===== src/osc_pkg.sv =====
// Package of shared constants and helpers for the oscillator select control block
// =====================================================================
// Function
// - Select codes: 000 divided fast RC, 001 PLL, 010 primary, 100 secondary, 101 low-power RC
// - Reserved select codes 011, 110 and 111 act as code 000
// - Reset loads the new clock select field from boot select config bits
// - Lock bit set freezes clock and PLL selections; clear allows changes
// - Sleep-on-wait set: wait instruction means sleep; clear means idle
// - Clock fail flag reads one once the fail-safe monitor detects failure
// - Secondary oscillator enable bit turns that oscillator on or off
// - Software sets switch request; device clears it when the switch completes
// - Switch request resets to the two-speed startup config bit
// - Secondary oscillator enable resets to its config bit
// - Control register writes are refused until the unlock sequence completes
// - Bits 6 to 5 and bit 2 read as zero
package osc_pkg;

  // =====================================================================
  // Register byte offsets on the bus
  localparam logic [7:0] OFF_CTRL = 8'h00;
  localparam logic [7:0] OFF_KEY = 8'h04;
  localparam logic [7:0] OFF_IRQ_STS = 8'h08;
  localparam logic [7:0] OFF_IRQ_MASK = 8'h0C;
  localparam logic [7:0] OFF_STATE = 8'h10;

  // =====================================================================
  // Control register field positions
  localparam int NCS_LSB = 8;
  localparam int LOCK_BIT = 7;
  localparam int SLEEP_BIT = 4;
  localparam int CF_BIT = 3;
  localparam int SECONDARY_OSC_BIT = 1;
  localparam int REQ_BIT = 0;

  // Interrupt status bit positions and width
  localparam int IRQ_FAIL = 0;
  localparam int IRQ_DONE = 1;
  localparam int IRQ_DENY = 2;
  localparam int IRQ_W = 3;
  localparam logic [2:0] IRQ_MASK_RST = 3'h0;

  // Unlock key words, written in this order
  localparam logic [31:0] KEY_FIRST = 32'hAA99_6655;
  localparam logic [31:0] KEY_SECOND = 32'h5566_99AA;

  // =====================================================================
  // Clock source codes
  localparam logic [2:0] SRC_FRC = 3'h0;
  localparam logic [2:0] SRC_PLL = 3'h1;
  localparam logic [2:0] SRC_PRIMARY_OSC = 3'h2;
  localparam logic [2:0] SRC_SECONDARY_OSC = 3'h4;
  localparam logic [2:0] SRC_LOW_POWER_RC_OSC = 3'h5;
  localparam int SRC_COUNT = 5;

  // =====================================================================
  // Timing: settle time after the new source reports ready
  localparam int CLK_MHZ = 250;
  localparam int SETTLE_NS = 100;
  localparam int SETTLE_CYC = (SETTLE_NS * CLK_MHZ + 999) / 1000;

  // Map a select code onto the source it really picks
  function automatic logic [2:0] eff_src(input logic [2:0] code);
    unique case (code)
      SRC_PLL, SRC_PRIMARY_OSC, SRC_SECONDARY_OSC, SRC_LOW_POWER_RC_OSC: eff_src = code;
      default: eff_src = SRC_FRC;
    endcase
  endfunction

  // Index of a source into the ready vector
  function automatic logic [2:0] rdy_idx(input logic [2:0] src);
    unique case (src)
      SRC_PLL: rdy_idx = 3'h1;
      SRC_PRIMARY_OSC: rdy_idx = 3'h2;
      SRC_SECONDARY_OSC: rdy_idx = 3'h3;
      SRC_LOW_POWER_RC_OSC: rdy_idx = 3'h4;
      default: rdy_idx = 3'h0;
    endcase
  endfunction

endpackage


===== src/osc_sync2.sv =====
// Two-stage synchroniser for levels from outside the clock domain
`timescale 1ns/10ps
module osc_sync2 #(
  parameter int W = 1
) (
  input wire logic clk_i, // System clock
  input wire logic rst_i, // Synchronous reset
  input wire logic [W-1:0] d_i, // Asynchronous levels
  output logic [W-1:0] q_o // Synchronised levels
);

  logic [W-1:0] meta_reg;

  // =====================================================================
  // First stage feeds only the second stage
  always_ff @(posedge clk_i) begin
    if (rst_i) begin
      meta_reg <= '0;
      q_o <= '0;
    end else begin
      meta_reg <= d_i;
      q_o <= meta_reg;
    end
  end

endmodule


===== src/osc_switch_seq.sv =====
// Clock switch sequencer: waits for the target to be ready, settles, commits
`timescale 1ns/10ps
module osc_switch_seq #(
  parameter int SETTLE = osc_pkg::SETTLE_CYC
) (
  input wire logic clk_i, // System clock
  input wire logic rst_i, // Synchronous reset
  input wire logic [2:0] preset_src_i, // Source running out of reset
  input wire logic req_i, // Switch request level
  input wire logic [2:0] tgt_i, // Requested select code
  input wire logic [osc_pkg::SRC_COUNT-1:0] rdy_i, // Synced ready per source
  output logic [2:0] cur_src_o, // Active source
  output logic busy_o, // Switch in progress
  output logic done_o // One-cycle completion pulse
);

  typedef enum logic [1:0] {S_IDLE, S_WAIT, S_SETTLE, S_FINISH} osc_seq_t;
  osc_seq_t state_reg;
  logic [2:0] tgt_reg;
  logic [7:0] cnt_reg;

  // =====================================================================
  // Sequence; FINISH gives the completion one cycle to clear the request bit,
  // so a request set again in that cycle starts a new switch instead of hanging
  always_ff @(posedge clk_i) begin
    if (rst_i) begin
      state_reg <= S_IDLE;
      tgt_reg <= osc_pkg::SRC_FRC;
      cnt_reg <= 8'h00;
      busy_o <= 1'b0;
      done_o <= 1'b0;
    end else begin
      done_o <= 1'b0;
      unique case (state_reg)
        S_IDLE: if (req_i) begin
          tgt_reg <= osc_pkg::eff_src(tgt_i);
          busy_o <= 1'b1;
          state_reg <= S_WAIT;
        end
        S_WAIT: if (rdy_i[osc_pkg::rdy_idx(tgt_reg)]) begin
          cnt_reg <= 8'(SETTLE - 1);
          state_reg <= S_SETTLE;
        end
        S_SETTLE: if (cnt_reg == 8'h00) begin
          done_o <= 1'b1;
          busy_o <= 1'b0;
          state_reg <= S_FINISH;
        end else begin
          cnt_reg <= cnt_reg - 8'h01;
        end
        S_FINISH: begin
          state_reg <= S_IDLE;
        end
      endcase
    end
  end

  // Active source changes only as the switch completes
  always_ff @(posedge clk_i) begin
    if (rst_i) begin
      cur_src_o <= preset_src_i;
    end else if (state_reg == S_SETTLE && cnt_reg == 8'h00) begin
      cur_src_o <= tgt_reg;
    end
  end

endmodule


===== src/osc_sel_ctrl.sv =====
// Oscillator select control: control register, unlock, switch control, interrupts
//
// The Wishbone slave port and the register addresses were chosen for this implementation.
`timescale 1ns/10ps
module osc_sel_ctrl #(
  parameter int SETTLE = osc_pkg::SETTLE_CYC
) (
  input wire logic clk_i, // System clock, 250 MHz
  input wire logic rst_i, // Synchronous reset, active high
  input wire logic wb_cyc_i, // Wishbone cycle
  input wire logic wb_stb_i, // Wishbone strobe
  input wire logic wb_we_i, // Wishbone write enable
  input wire logic [7:0] wb_adr_i, // Wishbone byte address
  input wire logic [3:0] wb_sel_i, // Wishbone byte lanes
  input wire logic [31:0] wb_dat_i, // Wishbone write data
  output logic [31:0] wb_dat_o, // Wishbone read data
  output logic wb_ack_o, // Wishbone acknowledge
  input wire logic [2:0] cfg_boot_src_i, // Boot clock select config bits
  input wire logic cfg_two_speed_i, // Two-speed startup config bit
  input wire logic cfg_secondary_osc_en_i, // Secondary oscillator enable config bit
  input wire logic [osc_pkg::SRC_COUNT-1:0] osc_ready_i, // Source ready, async
  input wire logic fail_detect_i, // Fail-safe monitor failure, async
  input wire logic wait_exec_i, // Wait instruction executed, pulse
  output logic [2:0] cur_src_o, // Active clock source
  output logic switch_busy_o, // Clock switch in progress
  output logic secondary_osc_en_o, // Secondary oscillator enable
  output logic clk_lock_o, // Clock and PLL selection locked
  output logic sleep_o, // Enter sleep, pulse
  output logic idle_o, // Enter idle, pulse
  output logic irq_o // Interrupt, level
);

  // =====================================================================
  // Declarations
  localparam int IRQ_W_L = osc_pkg::IRQ_W;
  typedef enum logic [1:0] {K_LOCKED, K_HALF, K_OPEN} osc_key_t;
  osc_key_t key_reg;
  logic ack_reg;
  logic [31:0] dat_reg;
  logic [2:0] ncs_reg;
  logic lock_reg;
  logic sleep_reg;
  logic cf_reg;
  logic secondary_osc_reg;
  logic req_reg;
  logic [IRQ_W_L-1:0] sts_reg;
  logic [IRQ_W_L-1:0] sts_next;
  logic [IRQ_W_L-1:0] mask_reg;
  logic [IRQ_W_L-1:0] mask_next;
  logic irq_reg;
  logic sleep_p_reg;
  logic idle_p_reg;
  logic fail_q_reg;
  logic [osc_pkg::SRC_COUNT:0] sync_q;
  logic fail_sync;
  logic fail_rise;
  logic take;
  logic wr;
  logic rd;
  logic wr_ctrl;
  logic ctrl_open;
  logic ncs_try;
  logic req_try;
  logic deny_ev;
  logic [31:0] rd_mux;
  logic [2:0] seq_src;
  logic seq_busy;
  logic seq_done;
  logic [2:0] preset_src;
  logic [31:0] mask_merged;

  // Apply byte lane enables to a write
  function automatic logic [31:0] lane_merge(input logic [31:0] old_v, input logic [31:0] new_v,
                                             input logic [3:0] sel);
    lane_merge = old_v;
    for (int i = 0; i < 4; i++) begin
      if (sel[i]) begin
        lane_merge[i*8 +: 8] = new_v[i*8 +: 8];
      end
    end
  endfunction

  // =====================================================================
  // Synchronisers for oscillator ready lines and the failure detector
  osc_sync2 #(
    .W(osc_pkg::SRC_COUNT + 1)
  ) u_sync (
    .clk_i(clk_i),
    .rst_i(rst_i),
    .d_i({fail_detect_i, osc_ready_i}),
    .q_o(sync_q)
  );

  assign fail_sync = sync_q[osc_pkg::SRC_COUNT];

  // Edge of the failure level, taken after the second stage
  always_ff @(posedge clk_i) begin
    if (rst_i) begin
      fail_q_reg <= 1'b0;
    end else begin
      fail_q_reg <= fail_sync;
    end
  end

  assign fail_rise = fail_sync & ~fail_q_reg;

  // =====================================================================
  // Wishbone classic slave: one wait state, ack drops the cycle after
  assign take = wb_cyc_i & wb_stb_i & ~ack_reg;
  assign wr = take & wb_we_i;
  assign rd = take & ~wb_we_i;
  assign wr_ctrl = wr && wb_adr_i == osc_pkg::OFF_CTRL;

  always_ff @(posedge clk_i) begin
    if (rst_i) begin
      ack_reg <= 1'b0;
    end else begin
      ack_reg <= take;
    end
  end

  // Read data is captured when the request is taken; zero for writes
  always_ff @(posedge clk_i) begin
    if (rst_i) begin
      dat_reg <= 32'h0000_0000;
    end else if (take) begin
      dat_reg <= rd ? rd_mux : 32'h0000_0000;
    end
  end

  assign wb_ack_o = ack_reg;
  assign wb_dat_o = dat_reg;

  // Read multiplexer; unmapped addresses read zero and still acknowledge
  always_comb begin
    rd_mux = 32'h0000_0000;
    unique case (wb_adr_i)
      osc_pkg::OFF_CTRL: begin
        rd_mux[osc_pkg::NCS_LSB +: 3] = ncs_reg;
        rd_mux[osc_pkg::LOCK_BIT] = lock_reg;
        rd_mux[osc_pkg::SLEEP_BIT] = sleep_reg;
        rd_mux[osc_pkg::CF_BIT] = cf_reg;
        rd_mux[osc_pkg::SECONDARY_OSC_BIT] = secondary_osc_reg;
        rd_mux[osc_pkg::REQ_BIT] = req_reg; // bits 6..5 and 2 stay zero
      end
      osc_pkg::OFF_IRQ_STS: rd_mux[IRQ_W_L-1:0] = sts_reg;
      osc_pkg::OFF_IRQ_MASK: rd_mux[IRQ_W_L-1:0] = mask_reg;
      osc_pkg::OFF_STATE: rd_mux[4:0] = {seq_busy, 1'b0, seq_src};
      default: rd_mux = 32'h0000_0000;
    endcase
  end

  // =====================================================================
  // Unlock sequence: two key words back to back on the key register.
  // Any other write while half open, except the first key again, relocks, so stray code cannot open it.
  always_ff @(posedge clk_i) begin
    if (rst_i) begin
      key_reg <= K_LOCKED;
    end else if (wr && wb_adr_i == osc_pkg::OFF_KEY) begin
      if (wb_sel_i == 4'hF && wb_dat_i == osc_pkg::KEY_FIRST) begin
        key_reg <= K_HALF;
      end else if (wb_sel_i == 4'hF && key_reg == K_HALF && wb_dat_i == osc_pkg::KEY_SECOND) begin
        key_reg <= K_OPEN;
      end else begin
        key_reg <= K_LOCKED;
      end
    end else if (wr && key_reg == K_HALF) begin
      key_reg <= K_LOCKED;
    end
  end

  assign ctrl_open = key_reg == K_OPEN;

  // Lock guard on the clock selection and on starting a switch
  assign ncs_try = wr_ctrl & wb_sel_i[1];
  assign req_try = wr_ctrl & wb_sel_i[0] & wb_dat_i[osc_pkg::REQ_BIT];
  assign deny_ev = wr_ctrl & (~ctrl_open | (lock_reg & (ncs_try | req_try)));

  // =====================================================================
  // New clock select field: boot config at reset, frozen by the lock
  always_ff @(posedge clk_i) begin
    if (rst_i) begin
      ncs_reg <= cfg_boot_src_i;
    end else if (ncs_try && ctrl_open && !lock_reg) begin
      ncs_reg <= wb_dat_i[osc_pkg::NCS_LSB +: 3];
    end
  end

  // Lock bit: software can only set it; it holds until the next reset
  always_ff @(posedge clk_i) begin
    if (rst_i) begin
      lock_reg <= 1'b0;
    end else if (wr_ctrl && ctrl_open && wb_sel_i[0] && wb_dat_i[osc_pkg::LOCK_BIT]) begin
      lock_reg <= 1'b1;
    end
  end

  // Sleep-on-wait and secondary oscillator enable are not covered by the lock
  always_ff @(posedge clk_i) begin
    if (rst_i) begin
      sleep_reg <= 1'b0;
      secondary_osc_reg <= cfg_secondary_osc_en_i;
    end else if (wr_ctrl && ctrl_open && wb_sel_i[0]) begin
      sleep_reg <= wb_dat_i[osc_pkg::SLEEP_BIT];
      secondary_osc_reg <= wb_dat_i[osc_pkg::SECONDARY_OSC_BIT];
    end
  end

  // Clock fail flag: a new failure beats a software clear in the same cycle
  always_ff @(posedge clk_i) begin
    if (rst_i) begin
      cf_reg <= 1'b0;
    end else if (fail_rise) begin
      cf_reg <= 1'b1;
    end else if (wr_ctrl && ctrl_open && wb_sel_i[0] && !wb_dat_i[osc_pkg::CF_BIT]) begin
      cf_reg <= 1'b0;
    end
  end

  // Switch request: software sets, completion clears, a set in the same cycle wins
  always_ff @(posedge clk_i) begin
    if (rst_i) begin
      req_reg <= cfg_two_speed_i;
    end else if (req_try && ctrl_open && !lock_reg) begin
      req_reg <= 1'b1;
    end else if (seq_done) begin
      req_reg <= 1'b0;
    end
  end

  // =====================================================================
  // Switch sequencer. With two-speed startup the part runs on the fast RC
  // first and then switches to the boot selection.
  assign preset_src = cfg_two_speed_i ? osc_pkg::SRC_FRC : osc_pkg::eff_src(cfg_boot_src_i);

  osc_switch_seq #(
    .SETTLE(SETTLE)
  ) u_seq (
    .clk_i(clk_i),
    .rst_i(rst_i),
    .preset_src_i(preset_src),
    .req_i(req_reg),
    .tgt_i(ncs_reg),
    .rdy_i(sync_q[osc_pkg::SRC_COUNT-1:0]),
    .cur_src_o(seq_src),
    .busy_o(seq_busy),
    .done_o(seq_done)
  );

  assign cur_src_o = seq_src;
  assign switch_busy_o = seq_busy;

  // Level outputs that follow the control bits
  assign secondary_osc_en_o = secondary_osc_reg;
  assign clk_lock_o = lock_reg;

  // =====================================================================
  // Wait instruction: sleep or idle request, one cycle each
  always_ff @(posedge clk_i) begin
    if (rst_i) begin
      sleep_p_reg <= 1'b0;
      idle_p_reg <= 1'b0;
    end else begin
      sleep_p_reg <= wait_exec_i & sleep_reg;
      idle_p_reg <= wait_exec_i & ~sleep_reg;
    end
  end

  assign sleep_o = sleep_p_reg;
  assign idle_o = idle_p_reg;

  // =====================================================================
  // Interrupt status: sticky, cleared by reading it, new events win
  always_comb begin
    sts_next = sts_reg;
    if (rd && wb_adr_i == osc_pkg::OFF_IRQ_STS) begin
      sts_next = '0;
    end
    if (fail_rise) begin
      sts_next[osc_pkg::IRQ_FAIL] = 1'b1;
    end
    if (seq_done) begin
      sts_next[osc_pkg::IRQ_DONE] = 1'b1;
    end
    if (deny_ev) begin
      sts_next[osc_pkg::IRQ_DENY] = 1'b1;
    end
  end

  // Mask register, byte lane zero only
  always_comb begin
    mask_merged = lane_merge({29'h0, mask_reg}, wb_dat_i, wb_sel_i);
    mask_next = mask_reg;
    if (wr && wb_adr_i == osc_pkg::OFF_IRQ_MASK) begin
      mask_next = mask_merged[IRQ_W_L-1:0];
    end
  end

  always_ff @(posedge clk_i) begin
    if (rst_i) begin
      sts_reg <= '0;
      mask_reg <= osc_pkg::IRQ_MASK_RST;
      irq_reg <= 1'b0;
    end else begin
      sts_reg <= sts_next;
      mask_reg <= mask_next;
      irq_reg <= |(sts_next & mask_next);
    end
  end

  assign irq_o = irq_reg;

endmodule


===== config.mk =====
export PLATFORM = sky130hd
export DESIGN_NAME = osc_sel_ctrl
export DESIGN_NICKNAME = d
export VERILOG_FILES = /design/src/osc_pkg.sv /design/src/osc_sync2.sv /design/src/osc_switch_seq.sv /design/src/osc_sel_ctrl.sv
export SDC_FILE = /design/constraint.sdc
export NUM_CORES = 1
export LEC_CHECK = 0
export BUFFER_PORTS_ARGS = -buffer_cell sky130_fd_sc_hd__buf_2
export CORE_MARGIN = 2
export CORE_UTILIZATION = 50
export DETAILED_ROUTE_END_ITERATION = 12
export GPL_ROUTABILITY_DRIVEN = 0
export PLACE_DENSITY = 0.78
export SETUP_SLACK_MARGIN = 0.1
export SLEW_MARGIN = 25
export SYNTH_ARGS = -nofsm -noshare
export SYNTH_HDL_FRONTEND = slang
export SYNTH_SLANG_ARGS = --single-unit

===== constraint.sdc =====
create_clock -name clk_i -period 2.6 [get_ports clk_i]
set_clock_uncertainty 0.05 [all_clocks]
set_input_delay 0 -clock clk_i [delete_from_list [all_inputs] [get_ports clk_i]]
set_output_delay 0 -clock clk_i [all_outputs]
set_load 0.02 [all_outputs]

Word-level counts from Yosys, hierarchy flattened. Index checks and enable logic that the tools add are counted. W data, S select, Z words.

Div/mod/pow operators: 0. Reduce and logical (&&, ||, !) cells: 38. $add $sub $neg: 1. $lt $le $gt $ge: 1. Shift-type cells: 0. $mul: 0. Bitwise logic cells: 21. Muxes and demuxes: 45. Eq/ne operators: 28.

Operators by type and width (number): $mux W3 (12); $eq A32 B31 Y1 const B (1); $eq A32 B32 Y1 const B (1); $eq A3 B3 Y1 const B (6); $logic_and A1 B1 Y1 (17); $eq A8 B4 Y1 const B (2); $logic_not A8 Y1 (2); $mux W8 (2); $pmux W2 S4 (2); $pmux W8 S2 (1); $mux W1 (14); $mux W2 (7); $reduce_bool A2 Y1 (7); $and A1 B1 Y1 (12); $pmux W3 S4 (1); $mux W11 (1); $eq A3 B1 Y1 const B (3); $eq A3 B2 Y1 const B (3); $reduce_and A3 Y1 (3); $eq A8 B3 Y1 const B (1); $eq A8 B5 Y1 const B (1); $reduce_or A4 Y1 (2); $sub A8 B1 Y8 const B (1); $eq A2 B2 Y1 const B (3); 19 further kinds (29).

Latch bits: 0. Flip-flop bits (word level): 83. Memories kept: 0. Bits in read-only memories: 0. Bits in writable memories: 0. Logic and storage cells: 157.

Logic depth before layout (Yosys ltp).
Depth in word-level cells: 13. Depth in mapped cells: 6. Gate-level depth less buffers: 6.

Hierarchy. From an unflattened synthesis, not the netlist that was laid out.

Cell total of the unflattened synthesis: 324. Area total of the unflattened synthesis: 3154.3 um2.

Modules (own cells, without submodules): osc_sel_ctrl (cells each 187, times used 1, area an instance 1757.9 um2); osc_switch_seq (cells each 112, times used 1, area an instance 1029.7 um2); osc_sync2 (cells each 25, times used 1, area an instance 366.6 um2).

Worst setup path after synthesis. OpenSTA, ideal clock, no wires.

Path kind: register to register. Start point: register ack_reg (netlist: wb_ack_o). End point: register irq_reg (netlist: irq_o). Data arrival time: 1.820 ns. Stages on the path, launching flop included: 7. Data required time: 2.423 ns. Path slack: 0.603 ns. Cells stage by stage: dfxtp_1 -> nand4b_1 -> or4_1 -> buf_2 -> mux2i_1 -> nor3_1 -> or3_1.

Word-level cells in the longest chain between the ends: 13. Elaborated cells between the ends (all ways): 21. Those cells by class: mux (5); bitwise (12); reduce/logical (4).

Ends and longest elaborated chain: start, declared (RTL line osc_sel_ctrl.sv:38) `logic ack_reg;`; start signal, assigned (RTL line osc_sel_ctrl.sv:118) `ack_reg <= take;`; $not A1 Y1 * (RTL line osc_sel_ctrl.sv:109) `assign take = wb_cyc_i & wb_stb_i & ~ack_reg;`; $and A1 B1 Y1 * (RTL line osc_sel_ctrl.sv:109); $and A1 B1 Y1 (RTL line osc_sel_ctrl.sv:110) `assign wr = take & wb_we_i;`; $logic_and A1 B1 Y1 (RTL line osc_sel_ctrl.sv:112) `assign wr_ctrl = wr && wb_adr_i == osc_pkg::OFF_CTRL;`; $and A1 B1 Y1 (2 in series) (RTL line osc_sel_ctrl.sv:176) `assign req_try = wr_ctrl & wb_sel_i[0] & wb_dat_i[osc_pkg::REQ_BIT];`; $or A1 B1 Y1 (RTL line osc_sel_ctrl.sv:177) `assign deny_ev = wr_ctrl & (~ctrl_open | (lock_reg & (ncs_try | req_try)));`; $and A1 B1 Y1 (RTL line osc_sel_ctrl.sv:177); $or A1 B1 Y1 (RTL line osc_sel_ctrl.sv:177); $and A1 B1 Y1 (RTL line osc_sel_ctrl.sv:177); $mux W1 (RTL line osc_sel_ctrl.sv:285) `if (deny_ev) begin`; $and A3 B3 Y3 * (RTL line osc_sel_ctrl.sv:307) `irq_reg <= |(sts_next & mask_next);`; $reduce_or A3 Y1 * (RTL line osc_sel_ctrl.sv:307); end signal, assigned (RTL line osc_sel_ctrl.sv:307); end, declared (RTL line osc_sel_ctrl.sv:50) `logic irq_reg;`.

Mark *: on every way between the ends. The rest lies on a longest branch, timed or not. A chain may end at the register's enable or synchronous reset.

Worst setup path after layout.
Start point: register ack_reg (netlist: wb_ack_o). End point: register lock_reg (netlist: clk_lock_o).

Word-level cells in the longest chain between the ends: 7.

Ends and longest elaborated chain: $not A1 Y1 (RTL line osc_sel_ctrl.sv:109); $and A1 B1 Y1 (RTL line osc_sel_ctrl.sv:109); $and A1 B1 Y1 (RTL line osc_sel_ctrl.sv:110); $logic_and A1 B1 Y1 (RTL line osc_sel_ctrl.sv:112); $logic_and A1 B1 Y1 (3 in series) (RTL line osc_sel_ctrl.sv:193) `end else if (wr_ctrl && ctrl_open && wb_sel_i[0] && wb_dat_i[osc_pkg::LOCK_BIT]) begin`; end signal, assigned (RTL line osc_sel_ctrl.sv:192) `lock_reg <= 1'b0;`; end signal, assigned (RTL line osc_sel_ctrl.sv:194) `lock_reg <= 1'b1;`; end, declared (RTL line osc_sel_ctrl.sv:41) `logic lock_reg;`.

No other way between the ends.

==> reports/metrics.yaml <==
status:
  status: "finished, final reports clean"
power_and_ir_drop:
  ir_drop_mv: 0.443
  p_leak_uw: 0.00165
  power_density_nw_per_um2: 695
die:
  die_h_um: 81.8
  fp.coreArea_um2: 5890
  dieArea_um2: 6690
  core.rowCount: 28
  die_w_um: 81.8
  start_util_pct: 51.4
  io_pins: 103
clocking:
  clk_latency_ns: 0.34
  cts_buffers: 9
  clockBufferDepth: 2
  h-tree-depth: 3
  postCtsSetupBuffers: 0
  cts.sinks: 60
  cts_tree: "built"
  clk_pin_slew_ns: 0.06
  ctsRootBufferMaster: "clkbuf_8"
sta:
  relSlewSlack_pct: 43.8
  fin_crit_sh_pct: 82.8
  worst_slew_pin_slew_ns: 0.842
  finalWorstPathRequiredPeriod_ns: 2.15
  rsz0062_at_grt: "no"
  finalSetupViolations: 0
  fmax_mhz: 464
  slew_violations: 0
  hold_viol_final: 0
  setup_tns_ns: 0
detailed_routing:
  drc: 0
  drt_wl_total_mm: 7.67
  first_pass_iters: 4
  viasPerCell: 5.52
  drtIter0Drc: 175
  ant_nets: 0
  num_vias: 2908
  avgRoutedWirePerCell_um: 14.5
setup_path:
  cp-startpoint: "wb_ack_o"
  r2r_setup_slack_ns: 0.45
  crit_chain: "nand4b_1 -> nor4_1 -> nand4_1 -> dlygate4sd3_1 -> a21oi_1"
  arrival_ns: 2.36
  worst_setup_path_start_kind: "register"
  reg2reg_depth: 5
  slowest_delay_ns: 0.58
  rr_startpoint: "wb_ack_o"
  crit_path_max_fanout: 4
  critPathCapture: "clk_lock_o"
  r2r-end: "clk_lock_o"
  path_buf_inv: 1
  crit_cells: 5
  crit_family: "simple AND/OR/NAND/NOR gates"
  required_ns: 2.81
  end_kind: "register"
  critPathKind: "reg2reg"
  cp_slowest_cell: "dlygate4sd3_1"
logic_synthesis:
  synth_top_cell_by_area: "dfxtp_1"
  netlist_instances: 338
  avgSynthCellArea_um2: 8.95
  synth_most_common_cell: "dfxtp_1"
  synth.distinct_cells: 52
  async_reset_ff_share_pct: 0
  netlist_top_cells_area: "dfxtp_1 (34%), edfxtp_1 (7.9%), buf_4 (6.0%), nor2b_1 (3.5%), nor2_1 (3.5%)"
  ys_seq_elements: 60
  synth_warnings: 0
  seq_area_frac_synth_pct: 42.3
  ys.flop_type: "dfxtp_1"
  syn_area_um2: 3030
  synth_edf_count: 8
  synth_common_cells: "dfxtp_1 (52), nor2_1 (28), buf_4 (24), a21oi_1 (19), o21ai_0 (19)"
  netlist.area_leader.share_pct: 34.4
global_route:
  antenna_found_initial: 0
  grt_use_total_pct: 24.0
  overflow: 0
  grt_max_degree: 48
  grt_pass1_vias: 2665
  grt_pass1_wl_mm: 12.0
layout:
  largest_reg_flops: 9
  final_core_utilization_pct: 66.6
  fillers: 480
  fin_area_um2: 3920
  layout-drive-gt1-share_pct: 22.3
  nets: 513
  antenna_cells: 0
  area_growth_pct: 29.6
place:
  port_buffers: 79
  hpwl_mm: 5.39
  dpl_cell_area_um2: 3390
worst_hold_path:
  hp-class: "in2reg"
run:
  drv_cap: 0
cells by family (layout without fill, tap and decap cells):
kind of cell / after synthesis / after routing / synth area share (%)
adders and majority gates: 5 / 5 / 2.07
DFF: 60 / 60 / 42.3
muxes: 10 / 10 / 3.76
xor gates and xnor gates: 1 / 1 / 0.289
and+or+nand+nor: 147 / 147 / 28.9
AOI/OAI and AO/OA: 66 / 66 / 13.5
other: 1 / 23 / 0.124
buffers and inverters: 48 / 140 / 8.97
repair_timing:
item,CTS,global route
gates resized for setup,0,0
hold endpoints to repair,27,0
hold buffers,29,0
power by group:
| group | switching, µW | internal (µW) | total (µW) | leakage [µW] |
|---|---|---|---|---|
| sequential | 64.6 | 1020 | 1090 | 0.000504 |
| combinational | 411 | 267 | 678 | 0.00102 |
| clock | 352 | 610 | 963 | 0.000123 |
| total | 828 | 1900 | 2730 | 0.00165 |
per-stage QoR:
step                      cells  setup slack [ns]  power, µW  hold WS (ns)
after detailed placement    482             0.472       1730         0.164
final                       527             0.446       2730        0.0331
after global routing        527             0.337       2860        0.0595
after CTS                   527             0.498       2720        0.0175
after floorplan             360             0.603       1570        0.0782
after global placement      482             0.545       1710         0.161
per-layer routing:
| metal | vias up | track usage [%] | routed length [µm] |
|---|---|---|---|
| li1 | 1410 | - | - |
| met1 | 1330 | 30.8 | 3400 |
| met2 | 154 | 38.5 | 3530 |
| met3 | 14 | 5.49 | 597 |
| met4 | 0 | 11.0 | 137 |
| met5 | - | 0 | 0 |
worst min-delay path by stage:
stage	start	to	slack, ns	cells past startpoint
after global routing	wb_sel_i[1]	ncs_reg[2]	0.06	2
after detailed placement	fail_detect_i	u_sync.meta_reg[5]	0.16	2
final	wb_sel_i[1]	ncs_reg[2]	0.03	2
after global placement	osc_ready_i[1]	u_sync.meta_reg[1]	0.16	2
after CTS	wb_sel_i[1]	ncs_reg[2]	0.02	2
after floorplan	osc_ready_i[0]	u_sync.meta_reg[0]	0.08	1
cells in the final DEF, fill, tap and decap left out, types with 2 or more instances in the layout:
cell	Yosys	final
edfxtp_1	8	8
a22oi_1	6	6
nor4bb_1	6	6
buf_2	1	79
o22a_1	2	2
clkbuf_8	0	11
nor4b_1	5	5
or3_1	6	6
nand4b_1	5	5
inv_1	15	15
clkbuf_16	0	2
and3b_1	2	2
nand2b_1	7	7
a21oi_1	19	19
ha_1	5	5
nand2_1	18	18
nand3_1	9	9
dlygate4sd3_1	0	29
a311oi_1	3	3
a31o_2	2	2
nor2b_1	17	17
nand3b_1	2	2
a31oi_1	5	5
nor3b_1	5	5
and4b_1	2	2
mux2i_1	8	8
nor4_1	7	7
and4_1	3	3
dfxtp_1	52	52
o21ai_0	19	19
nor3_1	9	9
nor2_1	28	28
o32ai_1	2	2
nand4_1	9	9
and2_1	2	2
conb_1	1	23
area by class of cell:
type / count / area [µm²] / area share [%]
multi-input combinational: 252 / 1560 / 39.7
timing repair buffer: 109 / 693 / 17.7
inverter: 15 / 56.3 / 1.44
clock inverter: 2 / 35.0 / 0.893
tap: 75 / 93.8 / 2.39
clock buffer: 14 / 205 / 5.23
sequential: 60 / 1280 / 32.7
Note: power is estimated with default switching activity, not from simulation.
